## src/design/srsr_pkg.sv

```systemverilog
// Purpose: shared constants and types of the system reset and stop recovery controller
// Assumes: one clock domain, CORE_CLK at 250 MHz
// Notes: delays are counted in internal oscillator ticks made by a divider
package srsr_pkg;

    localparam int CORE_CLK_MHZ = 250;
    localparam int CORE_PERIOD_NS = 4;

    // qualification of the external reset input, in core clocks of agreed low level
    localparam int EXT_QUAL_CYC = 3;
    localparam int EXT_CNT_W = 3;

    // delay counter width and oscillator divider width
    localparam int DLY_W = 16;
    localparam int DIV_W = 8;

    // stop mode recovery counts in internal oscillator cycles
    localparam logic [DLY_W-1:0] SMR_IPO_CYC = 16'h0042;
    localparam logic [DLY_W-1:0] SMR_XTAL_CYC = 16'h1388;

    // state codes, one-hot
    typedef enum logic [4:0] {
        ST_RUN = 5'b00001,
        ST_RESET = 5'b00010,
        ST_WAIT_PIN = 5'b00100,
        ST_STOP = 5'b01000,
        ST_SMR = 5'b10000
    } srsr_state_t;

    // reset cause codes
    typedef enum logic [2:0] {
        CAUSE_POR = 3'h0,
        CAUSE_BROWNOUT = 3'h1,
        CAUSE_WDT = 3'h2,
        CAUSE_DBG = 3'h3,
        CAUSE_EXT = 3'h4
    } srsr_cause_t;

    // reset cause flags; por and brownout sit in the reset status register,
    // external, watchdog and stop in the watchdog control register
    typedef struct packed {
        logic por;
        logic brownout;
        logic wdt;
        logic external_reset_flag;
        logic stop;
    } srsr_flags_t;

    localparam srsr_flags_t FLAGS_RST = '{por: 1'b1, brownout: 1'b0, wdt: 1'b0,
                                          external_reset_flag: 1'b0, stop: 1'b0};

    // reset request sources from the rest of the chip
    typedef struct packed {
        logic por;
        logic brownout;
        logic wdt_timeout;
    } srsr_req_t;

    // stop mode recovery side effects toward the oscillator and watchdog blocks
    typedef struct packed {
        logic osc_defaults;
        logic wdt_ctl_update;
    } srsr_smr_fx_t;

endpackage : srsr_pkg

```

## src/design/srsr_pin_sync.sv

```systemverilog
// Purpose: three-stage synchroniser with agreement filter for a pin input
// Assumes: pin idles high
// Notes: the level changes only when the second and third stages agree
`timescale 1ns/1ps
module srsr_pin_sync (
    input wire logic clk,
    input wire logic rst_n,
    input wire logic pin_i,
    output logic level_o
);
    import srsr_pkg::*;

    typedef struct packed {
        logic s1;
        logic s2;
        logic s3;
        logic lvl;
    } srsr_sync_t;

    srsr_sync_t st_r;
    srsr_sync_t st_nxt;

    always_comb begin
        st_nxt = st_r;
        st_nxt.s1 = pin_i;
        st_nxt.s2 = st_r.s1;
        st_nxt.s3 = st_r.s2;
        if (st_r.s2 == st_r.s3) begin
            st_nxt.lvl = st_r.s3;
        end
    end

    always_ff @(posedge clk or negedge rst_n) begin
        if (!rst_n) begin
            st_r <= 4'hf;
        end else begin
            st_r <= st_nxt;
        end
    end

    assign level_o = st_r.lvl;

endmodule : srsr_pin_sync

```

## src/design/srsr_delay.sv

```systemverilog
// Purpose: loadable down counter that counts enable ticks
// Assumes: load has priority over tick
// Notes: done is high while the count stands at zero and no load is pending
`timescale 1ns/1ps
module srsr_delay #(
    parameter int W = 16
) (
    input wire logic clk,
    input wire logic rst_n,
    input wire logic load,
    input wire logic [W-1:0] load_val,
    input wire logic tick,
    output logic done
);
    import srsr_pkg::*;

    typedef struct packed {
        logic [W-1:0] cnt;
    } srsr_dly_t;

    srsr_dly_t st_r;
    srsr_dly_t st_nxt;

    always_comb begin
        st_nxt = st_r;
        if (load) begin
            st_nxt.cnt = load_val;
        end else if (tick && (st_r.cnt != '0)) begin
            st_nxt.cnt = st_r.cnt - {{(W-1){1'b0}}, 1'b1};
        end
    end

    always_ff @(posedge clk or negedge rst_n) begin
        if (!rst_n) begin
            st_r <= '0;
        end else begin
            st_r <= st_nxt;
        end
    end

    assign done = (st_r.cnt == '0) && !load;

endmodule : srsr_delay

```

## src/design/srsr_top.sv

```systemverilog
// Purpose: system reset controller with stop mode recovery sequencing
// Assumes: request inputs other than the reset pin come from CORE_CLK logic
// Notes: the debugger block takes RESET_N only and is never reset from here
// Operation
// - accept pin, power-on, watchdog, stop exit, brownout
// - four-cycle low pin pulse resets outside port mode
// - held-low pin keeps logic in reset
// - leave reset on edge after pin release
// - pin reset sets external reset flag
// - pin is open-drain reset indicator
// - internal reset drives pin low for delay
// - debugger request starts power-on type reset
// - debugger request bit self-clears during reset
// - debugger reset sets power-on flag
// - stop instruction enters stop, exit recovers
// - recovery holds CPU 66 or 5000 cycles
// - recovery count includes oscillator start-up
// - recovery touches only watchdog and oscillator control
// - recovery enables and selects internal oscillator
// - shared port pin is bidirectional in port mode
// - during reset pin returns to reset function
`timescale 1ns/1ps
module srsr_top #(
    parameter int IPO_DIV = 45,
    parameter logic [15:0] POR_DLY_IPO = 16'h03e8,
    parameter logic [15:0] BO_DLY_IPO = 16'h03e8,
    parameter logic [15:0] WDT_DLY_IPO = 16'h0040,
    parameter logic [15:0] EXT_DLY_IPO = 16'h0040,
    parameter logic [15:0] SMR_XTAL_IPO = srsr_pkg::SMR_XTAL_CYC
) (
    input wire logic CORE_CLK,
    input wire logic RESET_N,
    input wire logic RST_PIN_I,
    output logic RST_PIN_O,
    output logic RST_PIN_OE_N,
    input wire srsr_pkg::srsr_req_t RST_REQ,
    input wire logic DBG_RST_SET,
    input wire logic STOP_EXEC,
    input wire logic STOP_WAKE,
    input wire logic XTAL_EN,
    input wire logic PORT_MODE,
    input wire logic PORT_DRIVE_LOW,
    input wire logic FLAG_CLR,
    output logic PORT_PIN_LEVEL,
    output logic SYS_RST_N,
    output logic CPU_RST_N,
    output logic STOP_MODE,
    output logic DBG_RST_BIT,
    output srsr_pkg::srsr_flags_t RST_FLAGS,
    output srsr_pkg::srsr_smr_fx_t SMR_FX
);
    import srsr_pkg::*;

    typedef struct packed {
        srsr_state_t state;
        srsr_flags_t flags;
        logic dbg_bit;
        logic [EXT_CNT_W-1:0] ext_cnt;
        logic [DIV_W-1:0] div_cnt;
        logic ipo_tick;
        logic sys_rst_n;
        logic cpu_rst_n;
        logic pin_oe_n;
        logic stop_mode;
        srsr_smr_fx_t fx;
    } srsr_ctl_t;

    srsr_ctl_t st_r;
    srsr_ctl_t st_nxt;

    logic pin_lvl;
    logic dly_load;
    logic [DLY_W-1:0] dly_val;
    logic dly_done;

    // delay in internal oscillator ticks for each reset cause
    function automatic logic [DLY_W-1:0] cause_delay(input srsr_cause_t c);
        logic [DLY_W-1:0] d;
        d = EXT_DLY_IPO;
        case (c)
            CAUSE_POR: d = POR_DLY_IPO;
            CAUSE_DBG: d = POR_DLY_IPO;
            CAUSE_BROWNOUT: d = BO_DLY_IPO;
            CAUSE_WDT: d = WDT_DLY_IPO;
            CAUSE_EXT: d = EXT_DLY_IPO;
            default: d = EXT_DLY_IPO;
        endcase
        return d;
    endfunction : cause_delay

    // flag that a reset cause raises
    function automatic srsr_flags_t cause_flag(input srsr_cause_t c);
        srsr_flags_t f;
        f = '0;
        case (c)
            CAUSE_POR: f.por = 1'b1;
            CAUSE_DBG: f.por = 1'b1;
            CAUSE_BROWNOUT: f.brownout = 1'b1;
            CAUSE_WDT: f.wdt = 1'b1;
            CAUSE_EXT: f.external_reset_flag = 1'b1;
            default: f = '0;
        endcase
        return f;
    endfunction : cause_flag

    // states in which the whole chip is held in reset
    function automatic logic held_state(input srsr_state_t s);
        return (s == ST_RESET) || (s == ST_WAIT_PIN);
    endfunction : held_state

    // the reset pin is asynchronous to the core clock
    srsr_pin_sync u_pin_sync (
        .clk(CORE_CLK),
        .rst_n(RESET_N),
        .pin_i(RST_PIN_I),
        .level_o(pin_lvl)
    );

    // one delay counter serves every reset cause and the recovery
    srsr_delay #(
        .W(DLY_W)
    ) u_delay (
        .clk(CORE_CLK),
        .rst_n(RESET_N),
        .load(dly_load),
        .load_val(dly_val),
        .tick(st_r.ipo_tick),
        .done(dly_done)
    );

    logic in_reset;
    logic ext_active;
    logic ext_hit;
    logic int_req;
    srsr_cause_t cause;

    always_comb begin
        st_nxt = st_r;
        dly_load = 1'b0;
        dly_val = '0;
        st_nxt.fx = '0;
        // port mode is overridden for as long as the chip is held
        in_reset = held_state(st_r.state);

        // internal oscillator tick divider
        st_nxt.ipo_tick = 1'b0;
        if (st_r.div_cnt == DIV_W'(IPO_DIV - 1)) begin
            st_nxt.div_cnt = '0;
            st_nxt.ipo_tick = 1'b1;
        end else begin
            st_nxt.div_cnt = st_r.div_cnt + {{(DIV_W-1){1'b0}}, 1'b1};
        end

        // pin acts as reset input unless in port mode outside reset
        ext_active = !PORT_MODE || in_reset;
        if (ext_active && !pin_lvl) begin
            // saturate so a long low level cannot wrap back to idle
            if (st_r.ext_cnt != EXT_CNT_W'(EXT_QUAL_CYC)) begin
                st_nxt.ext_cnt = st_r.ext_cnt + {{(EXT_CNT_W-1){1'b0}}, 1'b1};
            end
        end else begin
            st_nxt.ext_cnt = '0;
        end
        ext_hit = (st_r.ext_cnt == EXT_CNT_W'(EXT_QUAL_CYC));

        // debugger request bit, set wins over the self-clear
        if (st_r.state == ST_RESET) begin
            st_nxt.dbg_bit = 1'b0;
        end
        if (DBG_RST_SET) begin
            st_nxt.dbg_bit = 1'b1;
        end

        // cause priority
        int_req = RST_REQ.por || RST_REQ.brownout || RST_REQ.wdt_timeout || st_r.dbg_bit;
        if (RST_REQ.por) begin
            cause = CAUSE_POR;
        end else if (RST_REQ.brownout) begin
            cause = CAUSE_BROWNOUT;
        end else if (RST_REQ.wdt_timeout) begin
            cause = CAUSE_WDT;
        end else if (st_r.dbg_bit) begin
            cause = CAUSE_DBG;
        end else begin
            cause = CAUSE_EXT;
        end

        // flags: clear first so that a set in the same cycle wins
        if (FLAG_CLR) begin
            st_nxt.flags = '0;
        end

        case (st_r.state)
            ST_RUN: begin
                // a reset request outranks the stop instruction
                if (int_req || ext_hit) begin
                    st_nxt.state = ST_RESET;
                    dly_load = 1'b1;
                    dly_val = cause_delay(cause);
                    st_nxt.flags = st_nxt.flags | cause_flag(cause);
                end else if (STOP_EXEC) begin
                    st_nxt.state = ST_STOP;
                end
            end
            ST_STOP: begin
                if (int_req || ext_hit) begin
                    st_nxt.state = ST_RESET;
                    dly_load = 1'b1;
                    dly_val = cause_delay(cause);
                    st_nxt.flags = st_nxt.flags | cause_flag(cause);
                end else if (STOP_WAKE) begin
                    // wake restarts the oscillator, so only the cpu is held
                    st_nxt.state = ST_SMR;
                    dly_load = 1'b1;
                    // count starts at wake so oscillator start-up is inside it
                    dly_val = XTAL_EN ? SMR_XTAL_IPO : SMR_IPO_CYC;
                    st_nxt.fx.osc_defaults = 1'b1;
                    st_nxt.fx.wdt_ctl_update = 1'b1;
                    st_nxt.flags.stop = 1'b1;
                end
            end
            ST_SMR: begin
                // a request during recovery turns it into a full reset
                if (int_req || ext_hit) begin
                    st_nxt.state = ST_RESET;
                    dly_load = 1'b1;
                    dly_val = cause_delay(cause);
                    st_nxt.flags = st_nxt.flags | cause_flag(cause);
                end else if (dly_done) begin
                    st_nxt.state = ST_RUN;
                end
            end
            ST_RESET: begin
                // a held power or brownout request restarts the delay
                if (RST_REQ.por || RST_REQ.brownout) begin
                    dly_load = 1'b1;
                    dly_val = cause_delay(RST_REQ.por ? CAUSE_POR : CAUSE_BROWNOUT);
                end else if (dly_done) begin
                    st_nxt.state = ST_WAIT_PIN;
                end
            end
            ST_WAIT_PIN: begin
                // the board may still hold the pin low after the delay
                if (RST_REQ.por || RST_REQ.brownout || RST_REQ.wdt_timeout) begin
                    st_nxt.state = ST_RESET;
                    dly_load = 1'b1;
                    dly_val = cause_delay(cause);
                    st_nxt.flags = st_nxt.flags | cause_flag(cause);
                end else if (pin_lvl) begin
                    st_nxt.state = ST_RUN;
                end else begin
                    st_nxt.state = ST_WAIT_PIN;
                end
            end
            default: begin
                st_nxt.state = ST_RESET;
                dly_load = 1'b1;
                dly_val = cause_delay(CAUSE_POR);
            end
        endcase

        // registered outputs follow the next state
        st_nxt.sys_rst_n = !held_state(st_nxt.state);
        st_nxt.cpu_rst_n = st_nxt.sys_rst_n && (st_nxt.state != ST_SMR);
        st_nxt.stop_mode = (st_nxt.state == ST_STOP);
        if (st_nxt.state == ST_RESET) begin
            st_nxt.pin_oe_n = 1'b0;
        end else if (st_nxt.sys_rst_n && PORT_MODE) begin
            st_nxt.pin_oe_n = !PORT_DRIVE_LOW;
        end else begin
            st_nxt.pin_oe_n = 1'b1;
        end
    end

    // reset values: chip held, pin driven low, only the power-on flag set
    always_ff @(posedge CORE_CLK or negedge RESET_N) begin
        if (!RESET_N) begin
            st_r.state <= ST_RESET;
            st_r.flags <= FLAGS_RST;
            st_r.dbg_bit <= 1'b0;
            st_r.ext_cnt <= '0;
            st_r.div_cnt <= '0;
            st_r.ipo_tick <= 1'b0;
            st_r.sys_rst_n <= 1'b0;
            st_r.cpu_rst_n <= 1'b0;
            st_r.pin_oe_n <= 1'b0;
            st_r.stop_mode <= 1'b0;
            st_r.fx <= '0;
        end else begin
            st_r <= st_nxt;
        end
    end

    // open-drain: only ever drives low
    assign RST_PIN_O = 1'b0;
    assign RST_PIN_OE_N = st_r.pin_oe_n;
    assign PORT_PIN_LEVEL = pin_lvl;
    assign SYS_RST_N = st_r.sys_rst_n;
    assign CPU_RST_N = st_r.cpu_rst_n;
    assign STOP_MODE = st_r.stop_mode;
    assign DBG_RST_BIT = st_r.dbg_bit;
    assign RST_FLAGS = st_r.flags;
    assign SMR_FX = st_r.fx;

endmodule : srsr_top

```

## config.mk

```make
export PLATFORM = sky130hd
export DESIGN_NAME = srsr_top
export DESIGN_NICKNAME = d
export VERILOG_FILES = /design/src/design/srsr_pkg.sv /design/src/design/srsr_pin_sync.sv /design/src/design/srsr_delay.sv /design/src/design/srsr_top.sv
export SDC_FILE = /design/constraint.sdc
export NUM_CORES = 1
export LEC_CHECK = 0
export ABC_AREA = 1
export BUFFER_PORTS_ARGS = -buffer_cell sky130_fd_sc_hd__buf_4
export CAP_MARGIN = 20
export CORE_MARGIN = 10
export CORE_UTILIZATION = 35
export CTS_CLUSTER_DIAMETER = 150
export DETAILED_ROUTE_END_ITERATION = 10
export PLACE_DENSITY_LB_ADDON = 0.12
export SETUP_SLACK_MARGIN = 0.5
export SYNTH_ARGS = -nofsm -noshare
export SYNTH_HDL_FRONTEND = slang
export SYNTH_SLANG_ARGS = --single-unit
```

## constraint.sdc

```tcl
create_clock -name CORE_CLK -period 3.2 [get_ports CORE_CLK]
set_clock_uncertainty 0.2 [all_clocks]
set_input_delay 0.32 -clock CORE_CLK [delete_from_list [all_inputs] [get_ports CORE_CLK]]
set_output_delay 0.32 -clock CORE_CLK [all_outputs]
set_load 0.005 [all_outputs]
```

==> run summary <==
run status: finished, final reports clean
crit path max fanout: 9
final cell count without fillers: 455
P&R area growth vs syn: 13.6%
antenna-violating nets left: 0
Psw: 0.000340 W
r2r endpoint: CPU_RST_N
via count: 2140
Synth area leader: dfrtp_1
post-synthesis sequential area ratio: 44.7%
final hold violation count: 0
asr flop ratio synth: 100%
Seq pwr share: 51.5%
Max-cap violations: 0
Rows: 31
final worst slack: 0.754 ns
effective utilization at floorplan: 36.7%
Setup WS pre-CTS: 0.784 ns
total power: 0.00127 W
Data required, critical path: 3.24 ns
share of layout cells above drive strength 1: 20.8%
Hold WC Path Type: primary input to register
number of buffers created by CTS: 5
synthesized area: 2700 um2
achievable frequency: 409 MHz
Die W: 108 um
Pint: 0.000931 W
Top Usage Layer GRT: met2
PwrDens: 414 nW/um2
DP Wirelength: 4430 um
GR Overflow Total: 0
Gate power share: 12.6%
num ports: 27
Post-Route WL: 5860 um
CTS sink count: 48
Critical-path top delay cell: dfrtp_1
Cells after DPL: 445
Max Slew Vio Count: 0
M1 GR Usage: 14.3%
port bufs: 25
Clock Latency Late Sink: 0.30 ns
Via density: 4.70
worst hold start: DBG_RST_SET
crit path launch: st_r[15]
Synth Instances: 331
RSZ-0062 raised after global routing: false
CTS root buf: clkbuf_8
Clock transition at path regs: 0.09 ns
post-synth top area share: 38.9%
critical-path cell list: ha_1 > ha_1 > inv_1 > nand3_4 > nand2_1 > nand2_1 > nor2_2 > nand3_1 > a21oi_1 > nand3_1 > nor2_1
Yosys Warn Count: 0
largest cells by area after synthesis: dfrtp_1 39%, nand2_1 7.8%, inv_1 6.9%
worst vdd ir: 0.000211 V
met3 usage: 3.11%
post-synthesis register bit count: 48
largest net degree at the start of global routing: 49
initial antenna violation count: 0
Worst Hold End: DBG_RST_BIT
global-route wire length before repair: 10200 um
Fillers: 765
Post-route DRC: 0
Post-synth top cells: 56 x nand2_1, 50 x inv_1, 42 x dfrtp_1, 32 x nor2_1, 20 x o21ai_0
total negative setup slack: 0 ns
mean post-synth cell area: 8.16 um2
H-tree depth: 2
most frequent cell after synthesis: nand2_1
Die Y: 108 um
Synth cell types: 38
final setup fails: 0
critical path type: register to register
n_diodes: 0
Slew @ Worst Pin: 0.936 ns
Worst setup EP type: register
Switching Share: 26.7%
leak pwr: 1.46 nW
slowest cell delay on critical path: 0.41 ns
Worst Reg-to-Reg Cells: 11
EDFF count, synth: 0
GP Congestion: 0.849
post-synth net total: 349
Reg-to-Reg Start: st_r[15]
DR pass1 iterations: 4
Worst R2R Setup Slack: 0.75 ns
fin area: 3070 um2
worst path arrival time: 2.48 ns
Final min period: 2.45 ns
post-cts resize count: 0
final period utilization: 76.4%
routing usage on met2: 16.1%
clock group share of total power: 35.9%
CTS tree: yes
clock buffer depth: 2
Critical path buffers and inverters: 1
Layout Nets: 373
WHS Path Cells: 2
Startpoint Class: register
initial DRC count: 164
vias in the first global route: 2122
Die Area: 11600 um2
Area after DPL: 2940 um2
CP top delay family: simple AND/OR/NAND/NOR gates
floorplan core area: 7370 um2
total track usage: 10.7%
routed len/inst: 12.9 um
Primary FF master, synth: dfrtp_1
Slew headroom: 37.0%
-- registers in the layout, summed over array words and instances, names as in the netlist, 2 cells and up --
signal             flops
u_pin_sync.st_nxt      2
u_delay.st_r          16
RST_FLAGS              5
st_r                  17
-- metrics by stage --
| step | utilization [%] | hold WS, ns |
|---|---|---|
| final | 41.7 | 0.00842 |
| after CTS | 41.7 | 0.00108 |
| after global routing | 41.7 | 0.00496 |
| after global placement | 39.8 | 0.146 |
| after detailed placement | 39.8 | 0.155 |
| after floorplan | - | -0.176 |
-- per-layer routing --
metal	vias to the layer above	share of wire, %
met5	-	0
met4	0	1.1
met3	7	5.2
met2	35	43
met1	985	50
li1	1113	-
-- power by group through the flow --
stage / clock network (W) / registers [W] / logic (W)
4_1_cts: 0.000471 / 0.000654 / 0.000163
6_report: 0.000457 / 0.000654 / 0.000160
3_5_place_dp: 0 / 0.000666 / 0.000161
3_3_place_gp: 0 / 0.000665 / 0.000158
2_1_floorplan: 0 / 0.000662 / 0.000107
5_1_grt: 0.000496 / 0.000659 / 0.000183
-- final cells by class --
class	count	area, um2	area share, %
Timing Repair Buffer	27	208	6.76
Sequential cell	48	1210	39.4
Clock inverter	3	46.3	1.51
Multi-Input combinational cell	218	1210	39.3
Inverter	55	209	6.81
Clock buffer	5	68.8	2.24
Tap cell	99	124	4.03
-- worst max path at each step --
stage	end	cells after the start
floorplan	u_delay.st_r[8]	13
global placement	CPU_RST_N	11
detailed placement	CPU_RST_N	11
CTS	CPU_RST_N	11
global route	CPU_RST_N	11
finish	CPU_RST_N	11
-- logic make-up after synthesis --
kind of cell	count (synthesis)	share of synthesized area [%]
AOI/OAI and AO/OA	50	10.8
xor gates and xnor gates	6	1.94
adders and majority gates	6	2.69
buffers and inverters	65	10.6
DFF	48	44.7
other	1	0.139
and+or+nand+nor	155	29.0
-- cell usage in the layout (no fill, tap or decap), drive strengths merged, types with 2 or more instances in the layout --
cell         count
dlygate4sd3      2
nor3             6
nand4           12
clkbuf           5
o21bai           2
inv             56
dfstp            6
a21oi           16
nor3b            3
nor2            48
o21ai           27
ha               5
buf             25
nand2           60
nand3           22
nor4             3
dfrtp           42
xor2             5
-- timing repair --
item / 4_1_cts / 5_1_grt
endpoints found under the hold margin: 43 / 0
buffers inserted: 0 / 0
hold buffers: 2 / 0
No activity file was read; power rests on OpenSTA's default activity.
